===== src/design/fbsa_consts.vh =====
/*
  Constants of the fieldbus station address block: register offsets,
  field positions, reserved addresses, factory values and object indexes.
  Assumes inclusion by bare name from the design files.
*/
`ifndef FBSA_CONSTS_VH
`define FBSA_CONSTS_VH

// ****************************************************************
// Station addresses
// ****************************************************************
`define FBSA_ADDR_MIN 7'h01
`define FBSA_ADDR_MAX 7'h7d
`define FBSA_ADDR_TOOL 7'h00
`define FBSA_ADDR_DFLT 7'h7e
`define FBSA_ADDR_BCAST 7'h7f
`define FBSA_SW_ALL_ON 8'hff

// ****************************************************************
// Factory state of nonvolatile storage
// ****************************************************************
`define FBSA_NV_ADDR_RST 7'h7e
`define FBSA_NV_LOCK_RST 1'b0

// ****************************************************************
// APB register byte offsets
// ****************************************************************
`define FBSA_REG_STAT 12'h000
`define FBSA_REG_NVADR 12'h004
`define FBSA_REG_SWLIVE 12'h008
`define FBSA_REG_CNT 12'h00c

// ****************************************************************
// Field positions
// ****************************************************************
`define FBSA_STAT_FROM_NV 7
`define FBSA_STAT_LOCK 8
`define FBSA_STAT_XCHG 9
`define FBSA_STAT_SW_LSB 16
`define FBSA_NVADR_LOCK 8
`define FBSA_CNT_REF_LSB 8

// ****************************************************************
// Record object indexes
// ****************************************************************
`define FBSA_IDX_CTRL 8'h14
`define FBSA_IDX_STN 8'h40
`define FBSA_IDX_LOCK 8'h41
`define FBSA_IDX_USR_HI 4'h2
`define FBSA_CTRL_RST 8'h00

`endif


===== src/design/fbsa_nvstore.v =====
/*
  Nonvolatile holder of the assigned station address and change lock.
  Assumes factory_rstn is only asserted for a factory restore, never
  on an ordinary supply cycle, so both values outlive presetn.
*/
`timescale 1ns/100ps
`include "fbsa_consts.vh"

module fbsa_nvstore (
  input wire pclk,
  input wire factory_rstn,
  input wire wr_en,
  input wire [6:0] wr_addr,
  input wire set_lock,
  input wire clr_lock,
  output wire [6:0] nv_addr,
  output wire nv_lock
);

  reg [6:0] addr_ff;
  reg lock_ff;
  reg [6:0] nxt_addr;
  reg nxt_lock;

  // ****************************************************************
  // Next values
  // ****************************************************************
  always @*
  begin
    nxt_addr = addr_ff;
    nxt_lock = lock_ff;
    if (wr_en)
    begin
      nxt_addr = wr_addr;
    end
    if (set_lock)
    begin
      nxt_lock = 1'b1;
    end
    else if (clr_lock)
    begin
      nxt_lock = 1'b0;
    end
  end

  // ****************************************************************
  // Storage
  // ****************************************************************
  // survives supply cycles
  always @(posedge pclk or negedge factory_rstn)
  begin
    if (!factory_rstn)
    begin
      addr_ff <= `FBSA_NV_ADDR_RST;
      lock_ff <= `FBSA_NV_LOCK_RST;
    end
    else
    begin
      addr_ff <= nxt_addr;
      lock_ff <= nxt_lock;
    end
  end

  assign nv_addr = addr_ff;
  assign nv_lock = lock_ff;

endmodule


===== src/design/fbsa_objlib.v =====
/*
  User record objects: sixteen 16-bit words at indexes 20h to 2Fh.
  Assumes the caller has checked slot and subslot and issues one
  access per cycle; answers combinationally for a registered caller.
*/
`timescale 1ns/100ps
`include "fbsa_consts.vh"

module fbsa_objlib (
  input wire pclk,
  input wire presetn,
  input wire acc_en,
  input wire acc_wr,
  input wire [7:0] acc_idx,
  input wire [15:0] acc_wdata,
  output wire acc_hit,
  output wire [15:0] acc_rdata
);

  reg [15:0] word_ff [0:15];
  wire sel;

  assign sel = (acc_idx[7:4] == `FBSA_IDX_USR_HI);
  assign acc_hit = sel;
  assign acc_rdata = word_ff[acc_idx[3:0]];

  // ****************************************************************
  // Word array
  // ****************************************************************
  genvar gi;
  generate
    for (gi = 0; gi < 16; gi = gi + 1)
    begin : g_word
      always @(posedge pclk or negedge presetn)
      begin
        if (!presetn)
        begin
          word_ff[gi] <= 16'h0000;
        end
        else if (acc_en && acc_wr && sel && (acc_idx[3:0] == gi))
        begin
          word_ff[gi] <= acc_wdata;
        end
      end
    end
  endgenerate

endmodule


===== src/design/fbsa_addr.v =====
/*
  Station address selection and record service of a fieldbus slave,
  with an APB register window for software.
  Assumes presetn is asserted on every supply power cycle, the switch
  bank and service requests are synchronous to pclk, and the link layer
  delivers decoded address-assignment and record requests as pulses.
*/
// The implementer's own choices: the APB interface to the registers and the register offsets.
// Operation
// - Only addresses 1 to 125 count as valid station addresses.
// - Address 0 is never adopted as our station address.
// - Address 126 is the default; data exchange waits for another one.
// - Address 127 is never adopted as our station address.
// - Switch address is weighted sum of switches one to seven.
// - Switch eight is ignored for the address, used only for unlock.
// - Switch value 0, 126 or 127 selects the stored address.
// - A changed switch address takes effect only after power cycle.
// - Assigned address is stored always, used only with reserved switches.
// - Once the change lock is set, later address changes are refused.
// - All eight switches on at power-up clear the change lock.
// - Factory state: switches off, address 126, lock clear.
// - Record read or write by index gets a record response.
// - Objects resolve by index only, given a valid slot and subslot.
`timescale 1ns/100ps
`include "fbsa_consts.vh"

module fbsa_addr (
  input wire pclk,
  input wire presetn,
  input wire factory_rstn,
  input wire [7:0] dip_sw,
  input wire ssa_req,
  input wire [6:0] ssa_addr,
  input wire ssa_lock,
  output reg ssa_ack,
  output reg ssa_ok,
  input wire rec_req,
  input wire rec_wr,
  input wire [7:0] rec_slot,
  input wire [7:0] rec_subslot,
  input wire [7:0] rec_index,
  input wire [15:0] rec_wdata,
  output reg rec_ack,
  output reg rec_ok,
  output reg [15:0] rec_rdata,
  output reg [6:0] station_addr,
  output reg addr_ready,
  output reg xchg_ok,
  output reg [7:0] ctrl_out,
  input wire psel,
  input wire penable,
  input wire pwrite,
  input wire [11:0] paddr,
  input wire [31:0] pwdata,
  output wire pready,
  output reg [31:0] prdata,
  output reg pslverr
);

  // ****************************************************************
  // Power-up sequencing states
  // ****************************************************************
  localparam ST_WAIT = 2'b00;
  localparam ST_CAPT = 2'b01;
  localparam ST_RUN = 2'b10;

  reg [1:0] state_ff;
  reg [1:0] nxt_state;
  reg [7:0] capt_sw_ff;
  reg from_nv_ff;
  reg [7:0] acc_cnt_ff;
  reg [7:0] ref_cnt_ff;
  reg [7:0] ctrl_ff;
  reg [15:0] obj_rdata;
  reg obj_hit;
  reg obj_ro;

  wire [6:0] nv_addr;
  wire nv_lock;
  wire [6:0] sw_addr;
  wire sw_reserved;
  wire ssa_addr_ok;
  wire ssa_take;
  wire apb_setup;
  wire apb_wr;
  wire apb_nv_ok;
  wire apb_nv_take;
  wire nv_wr_en;
  wire [6:0] nv_wr_addr;
  wire nv_clr;
  wire slot_ok;
  wire usr_hit;
  wire [15:0] usr_rdata;

  // ****************************************************************
  // Switch decode
  // ****************************************************************
  // binary weights 1 to 64
  assign sw_addr = dip_sw[6:0];

  assign sw_reserved = (sw_addr == `FBSA_ADDR_TOOL) ||
                       (sw_addr == `FBSA_ADDR_DFLT) ||
                       (sw_addr == `FBSA_ADDR_BCAST);

  // ****************************************************************
  // Nonvolatile storage
  // ****************************************************************
  // unlock only with all eight on at power-up
  assign nv_clr = (state_ff == ST_CAPT) &&
                  (dip_sw == `FBSA_SW_ALL_ON);

  // only 1 to 125 may be stored
  assign ssa_addr_ok = (ssa_addr >= `FBSA_ADDR_MIN) &&
                       (ssa_addr <= `FBSA_ADDR_MAX);

  assign ssa_take = ssa_req && (state_ff == ST_RUN) &&
                    !nv_lock && ssa_addr_ok;

  assign apb_setup = psel && !penable;
  assign apb_wr = psel && penable && pwrite;
  assign apb_nv_ok = (pwdata[6:0] >= `FBSA_ADDR_MIN) &&
                     (pwdata[6:0] <= `FBSA_ADDR_MAX);

  // Assignment service beats a tool write in the same cycle
  // tool writes refused while locked
  assign apb_nv_take = apb_wr && (paddr == `FBSA_REG_NVADR) &&
                       apb_nv_ok && !nv_lock && !ssa_req &&
                       (state_ff == ST_RUN);

  assign nv_wr_en = ssa_take || apb_nv_take;
  assign nv_wr_addr = ssa_take ? ssa_addr : pwdata[6:0];

  fbsa_nvstore u_nv (
    .pclk(pclk),
    .factory_rstn(factory_rstn),
    .wr_en(nv_wr_en),
    .wr_addr(nv_wr_addr),
    .set_lock(ssa_take && ssa_lock),
    .clr_lock(nv_clr),
    .nv_addr(nv_addr),
    .nv_lock(nv_lock)
  );

  // ****************************************************************
  // Power-up sequencer
  // ****************************************************************
  // One settle cycle lets the switch bank be sampled after release
  always @*
  begin
    nxt_state = state_ff;
    case (state_ff)
      ST_WAIT:
      begin
        nxt_state = ST_CAPT;
      end
      ST_CAPT:
      begin
        nxt_state = ST_RUN;
      end
      ST_RUN:
      begin
        nxt_state = ST_RUN;
      end
      default:
      begin
        nxt_state = ST_WAIT;
      end
    endcase
  end

  always @(posedge pclk or negedge presetn)
  begin
    if (!presetn)
    begin
      state_ff <= ST_WAIT;
    end
    else
    begin
      state_ff <= nxt_state;
    end
  end

  // ****************************************************************
  // Effective address, frozen until next supply cycle
  // ****************************************************************
  // default 126 until capture
  always @(posedge pclk or negedge presetn)
  begin
    if (!presetn)
    begin
      station_addr <= `FBSA_ADDR_DFLT;
      from_nv_ff <= 1'b0;
      capt_sw_ff <= 8'h00;
      addr_ready <= 1'b0;
      xchg_ok <= 1'b0;
    end
    else if (state_ff == ST_CAPT)
    begin
      capt_sw_ff <= dip_sw;
      addr_ready <= 1'b1;
      if (sw_reserved)
      begin
        station_addr <= nv_addr;
        from_nv_ff <= 1'b1;
        // stored 126 still blocks data exchange
        xchg_ok <= (nv_addr >= `FBSA_ADDR_MIN) &&
                   (nv_addr <= `FBSA_ADDR_MAX);
      end
      else
      begin
        station_addr <= sw_addr;
        from_nv_ff <= 1'b0;
        // switch value here is already 1 to 125
        xchg_ok <= 1'b1;
      end
    end
  end

  // ****************************************************************
  // Assignment service answer and counters
  // ****************************************************************
  always @(posedge pclk or negedge presetn)
  begin
    if (!presetn)
    begin
      ssa_ack <= 1'b0;
      ssa_ok <= 1'b0;
      acc_cnt_ff <= 8'h00;
      ref_cnt_ff <= 8'h00;
    end
    else
    begin
      ssa_ack <= ssa_req;
      ssa_ok <= ssa_take;
      if (ssa_take)
      begin
        acc_cnt_ff <= acc_cnt_ff + 8'h01;
      end
      else if (ssa_req)
      begin
        ref_cnt_ff <= ref_cnt_ff + 8'h01;
      end
    end
  end

  // ****************************************************************
  // Record service
  // ****************************************************************
  // slot and subslot must be nonzero, value otherwise ignored
  assign slot_ok = (rec_slot != 8'h00) && (rec_subslot != 8'h00);

  fbsa_objlib u_obj (
    .pclk(pclk),
    .presetn(presetn),
    .acc_en(rec_req && slot_ok),
    .acc_wr(rec_wr),
    .acc_idx(rec_index),
    .acc_wdata(rec_wdata),
    .acc_hit(usr_hit),
    .acc_rdata(usr_rdata)
  );

  always @*
  begin
    obj_hit = 1'b1;
    obj_ro = 1'b1;
    obj_rdata = 16'h0000;
    case (rec_index)
      `FBSA_IDX_CTRL:
      begin
        obj_ro = 1'b0;
        obj_rdata = {8'h00, ctrl_ff};
      end
      `FBSA_IDX_STN:
      begin
        obj_rdata = {9'h000, station_addr};
      end
      `FBSA_IDX_LOCK:
      begin
        obj_rdata = {15'h0000, nv_lock};
      end
      default:
      begin
        obj_hit = usr_hit;
        obj_ro = 1'b0;
        obj_rdata = usr_rdata;
      end
    endcase
  end

  // every request gets one response pulse
  always @(posedge pclk or negedge presetn)
  begin
    if (!presetn)
    begin
      rec_ack <= 1'b0;
      rec_ok <= 1'b0;
      rec_rdata <= 16'h0000;
      ctrl_ff <= `FBSA_CTRL_RST;
    end
    else
    begin
      rec_ack <= rec_req;
      if (rec_req)
      begin
        rec_ok <= slot_ok && obj_hit && !(rec_wr && obj_ro);
        rec_rdata <= (slot_ok && obj_hit && !rec_wr) ? obj_rdata : 16'h0000;
        if (slot_ok && rec_wr && (rec_index == `FBSA_IDX_CTRL))
        begin
          ctrl_ff <= rec_wdata[7:0];
        end
      end
    end
  end

  always @*
  begin
    ctrl_out = ctrl_ff;
  end

  // ****************************************************************
  // APB slave
  // ****************************************************************
  // Zero wait: read data is staged in the setup cycle
  assign pready = psel && penable;

  always @(posedge pclk or negedge presetn)
  begin
    if (!presetn)
    begin
      prdata <= 32'h0000_0000;
      pslverr <= 1'b0;
    end
    else if (apb_setup)
    begin
      prdata <= 32'h0000_0000;
      pslverr <= 1'b0;
      case (paddr)
        `FBSA_REG_STAT:
        begin
          prdata[6:0] <= station_addr;
          prdata[`FBSA_STAT_FROM_NV] <= from_nv_ff;
          prdata[`FBSA_STAT_LOCK] <= nv_lock;
          prdata[`FBSA_STAT_XCHG] <= xchg_ok;
          prdata[`FBSA_STAT_SW_LSB +: 8] <= capt_sw_ff;
          pslverr <= pwrite;
        end
        `FBSA_REG_NVADR:
        begin
          prdata[6:0] <= nv_addr;
          prdata[`FBSA_NVADR_LOCK] <= nv_lock;
          // Refusal decided now; an assignment in this cycle can still set the lock before access
          pslverr <= pwrite && (nv_lock || !apb_nv_ok ||
                     (state_ff != ST_RUN));
        end
        `FBSA_REG_SWLIVE:
        begin
          prdata[7:0] <= dip_sw;
          pslverr <= pwrite;
        end
        `FBSA_REG_CNT:
        begin
          prdata[7:0] <= acc_cnt_ff;
          prdata[`FBSA_CNT_REF_LSB +: 8] <= ref_cnt_ff;
          pslverr <= pwrite;
        end
        default:
        begin
          pslverr <= 1'b1;
        end
      endcase
    end
  end

endmodule


===== config.mk =====
export PLATFORM = sky130hd
export DESIGN_NAME = fbsa_addr
export DESIGN_NICKNAME = d
export VERILOG_FILES = /design/src/design/fbsa_nvstore.v /design/src/design/fbsa_objlib.v /design/src/design/fbsa_addr.v
export VERILOG_INCLUDE_DIRS = /design/src /design/src/design
export SDC_FILE = /design/constraint.sdc
export NUM_CORES = 1
export LEC_CHECK = 0
export ABC_AREA = 1
export BUFFER_PORTS_ARGS = -buffer_cell sky130_fd_sc_hd__buf_2
export CORE_ASPECT_RATIO = 2
export CORE_MARGIN = 1
export CORE_UTILIZATION = 57
export CTS_BUF_LIST = sky130_fd_sc_hd__clkbuf_2 sky130_fd_sc_hd__clkbuf_4 sky130_fd_sc_hd__clkbuf_8
export CTS_CLUSTER_DIAMETER = 30
export DETAILED_ROUTE_END_ITERATION = 8
export GPL_ROUTABILITY_DRIVEN = 0
export PLACE_DENSITY_LB_ADDON = 0.08
export SKIP_LAST_GASP = 1
export SLEW_MARGIN = 20
export SYNTH_ARGS = -nofsm -noshare
export SYNTH_HDL_FRONTEND = slang
export SYNTH_SLANG_ARGS = --single-unit
export TNS_END_PERCENT = 10

===== constraint.sdc =====
create_clock -name pclk -period 1.8 [get_ports pclk]
set_input_delay 0.54 -clock pclk [delete_from_list [all_inputs] [get_ports pclk]]
set_output_delay 0.54 -clock pclk [all_outputs]
set_load 0.005 [all_outputs]

==> run summary <==
CP required = 1260 ps
Number of vias per cell = 5.517
Most frequent cells in the layout = 621 x nand2_1, 341 x dfrtp_1, 288 x o21ai_0
Dpl cells = 2541
Avg WL per Cell = 18.55 um
Clk_lat worst skew = 600 ps
Post-layout nets = 2354
Final cell count without fillers = 2633
Main synth FF type = dfrtp_1
Number of global-route vias before repair = 14140
Crit Path Max Fanout = 4
Post-synth EDFFs = 0
R2r setup slk = 70 ps
Cell Area, Synth = 16350 um2
Crit path time final = 1831 ps
Area of the core = 28190 um2
Crit path from = station_addr[5]
Die area = 29400 um2
Yosys cell types = 45
Post-synth top area share = 0.5220
Row count = 87
Root buffer cell = clkbuf_8
CP Buf/Inv Count = 1
Hold worst-path end = u_nv.nv_lock
Worst setup path category = reg -> out
Yosys warns = 0
Starting Density = 0.5798
Crit path launch type = flip-flop
Hpwl dp = 34.91 mm
Clock buffer count from CTS = 50
Max incr delay on CP = 570 ps
Post-Syn Area per Cell = 8.202 um2
Sequential area share after synthesis = 0.5413
Status = finished with violations
1st-pass router iterations = 5
H-tree depth = 2
Slowest cell on crit path = dfstp_2
CP top delay family = flip-flops
Max clock buf depth = 3
Vias after detailed routing = 14530
Total GRT Usage = 0.3464
Antenna violations before repair = 1
Synth area leaders = dfrtp_1 52%, nand2_1 14%, o21ai_0 8.8%
Fin crit share = 1.017
Clock slew at reported path FFs = 70 ps
Static Leak = 10.23 nW
RR Endpoint = acc_cnt_ff[5]
Worst-margin pin slew = 582.1 ps
Hold depth = 3
Cell taking the most area after synthesis = dfrtp_1
Largest net degree at the start of global routing = 71
Final hold violation count = 0
First-pass GRT wire length = 76.41 mm
Layout cells sized above 1 = 0.1977
Max Slew Vio Count = 0
Maxcap violations = 0
Post-place setup slack = -343.8 ps
I/O pin cnt = 180
DRT Wirelength = 48.84 mm
Leading cell type in the layout, fill and taps excluded = nand2_1
Overflow after GRT = 0
Post-route ant nets = 0
Port bufs = 146
Power Dens Cells = 907.7 nW/um2
Synth Instances = 1993
Clock sink count = 353
Asr flop ratio synth = 1.000
Unrepaired setup endpoints after global routing = yes
Syn-to-layout area delta = 20.57%
Failing checks = negative setup slack
Die width = 121.7 um
Register bit total from synthesis = 353
Arrival time of the worst setup path = 1290 ps
R2R Path Start = state_ff[0]
CP Capture Type = primary output
Post-route setup slack = -31.22 ps
Final setup viols = 5
Iter 0 DRT Violations = 1092
Post-layout util = 0.6991
Hold_sp = ssa_lock
Fmax = 546.1 MHz
Worst vdd ir = 637.3 uV
Worst path cell trace = buf_2
CTS tree = done
DR DRC count = 0
FF-to-FF path depth = 9
Min-delay worst type = in -> reg
Clock skew = 10.97 ps
Rel. slew slack = 0.6102
Die Height = 241.5 um
[layout make-up]
type                    instances  area, um2
fillers                      2386       8484
inverters                     107      409.1
clock buffers                  77      972.2
diodes                          1      2.502
flip-flops and latches        353       8848
well taps                     356      445.4
repair buffers                306       2347
clock inverters                11      136.4
multi-input cells            1422       6548
[cells by family (layout without fill, tap and decap cells)]
kind of cell,count (synthesis),in the layout,share of synthesized area
flip-flops,353,353,0.5413
AND/OR/NAND/NOR,972,972,0.2501
AO/OA/AOI/OAI,425,425,0.1371
other,1,9,0.0002294
adder cells (fa/ha/maj),5,5,0.003827
buffers and inverters,225,501,0.06108
XOR/XNOR,12,12,0.006429
[registers in the layout, indices dropped and copies added (netlist names), 8 cells and up]
| signal | flops |
|---|---|
| u_obj.word_ff | 256 |
| rec_rdata | 16 |
| acc_cnt_ff | 8 |
| ref_cnt_ff | 8 |
| prdata | 24 |
| ctrl_out | 8 |
| capt_sw_ff | 8 |
[tightest hold or removal path: cells and delay by family]
| kind | cells | cell delay (ps) |
|---|---|---|
| buffers and inverters | 1 | 70 |
| AND/OR/NAND/NOR | 2 | 90 |
[synthesized netlist by cell type, types with 10 or more instances]
cell type and n:
buf_2 49, buf_4 15, clkbuf_1 44, dfrtp_1 341
dfstp_2 12, inv_1 95, nand2_1 621, nand3_1 40
nand4_1 17, nor2_1 248, o21ai_0 288, o21ai_1 60
o22ai_1 54, o31ai_1 13, xor2_1 10
[worst max path at each step]
stage	end	slack (ps)	cells past startpoint
3_3_place_gp	rec_rdata[10]	-340	12
3_5_place_dp	rec_rdata[10]	-340	12
2_1_floorplan	ctrl_out[6]	50	10
6_report	station_addr[5]	-30	1
4_1_cts	station_addr[1]	-50	1
5_1_grt	acc_cnt_ff[5]	-80	9
[per-stage QoR]
step	total power, mW	cell area (um2)	hold WS [ps]	setup TNS [ps]
final	17.89	19710	151.9	-106.0
after global placement	11.01	18550	389.9	-30900
after floorplan	9.992	16370	244.4	0
after CTS	17.96	19690	136.2	-189.7
after global routing	18.63	19710	149.2	-584.9
after detailed placement	11.09	18550	392.7	-35570
[power by group]
| group | total, mW | switching, mW | internal (mW) | leakage (nW) |
|---|---|---|---|---|
| clock | 6.90 | 3.03 | 3.87 | 0.588 |
| combinational | 2.17 | 1.37 | 0.793 | 4.86 |
| sequential | 8.83 | 0.412 | 8.42 | 4.78 |
[timing repair]
action,in CTS,in global routing
setup endpoints to repair,7,13
hold buffers,2,0
endpoints found under the hold margin,33,0
buffers inserted,1,0
resized for setup,0,2
[metal layers]
metal / wire length (um) / vias up / track usage
met5: 0 / - / 0
met3: 2623 / 164 / 0.05202
met2: 25440 / 551 / 0.6114
li1: - / 6948 / -
met4: 3420 / 0 / 0.2372
met1: 17360 / 6864 / 0.3774
No activity file was read; power rests on OpenSTA's default activity.
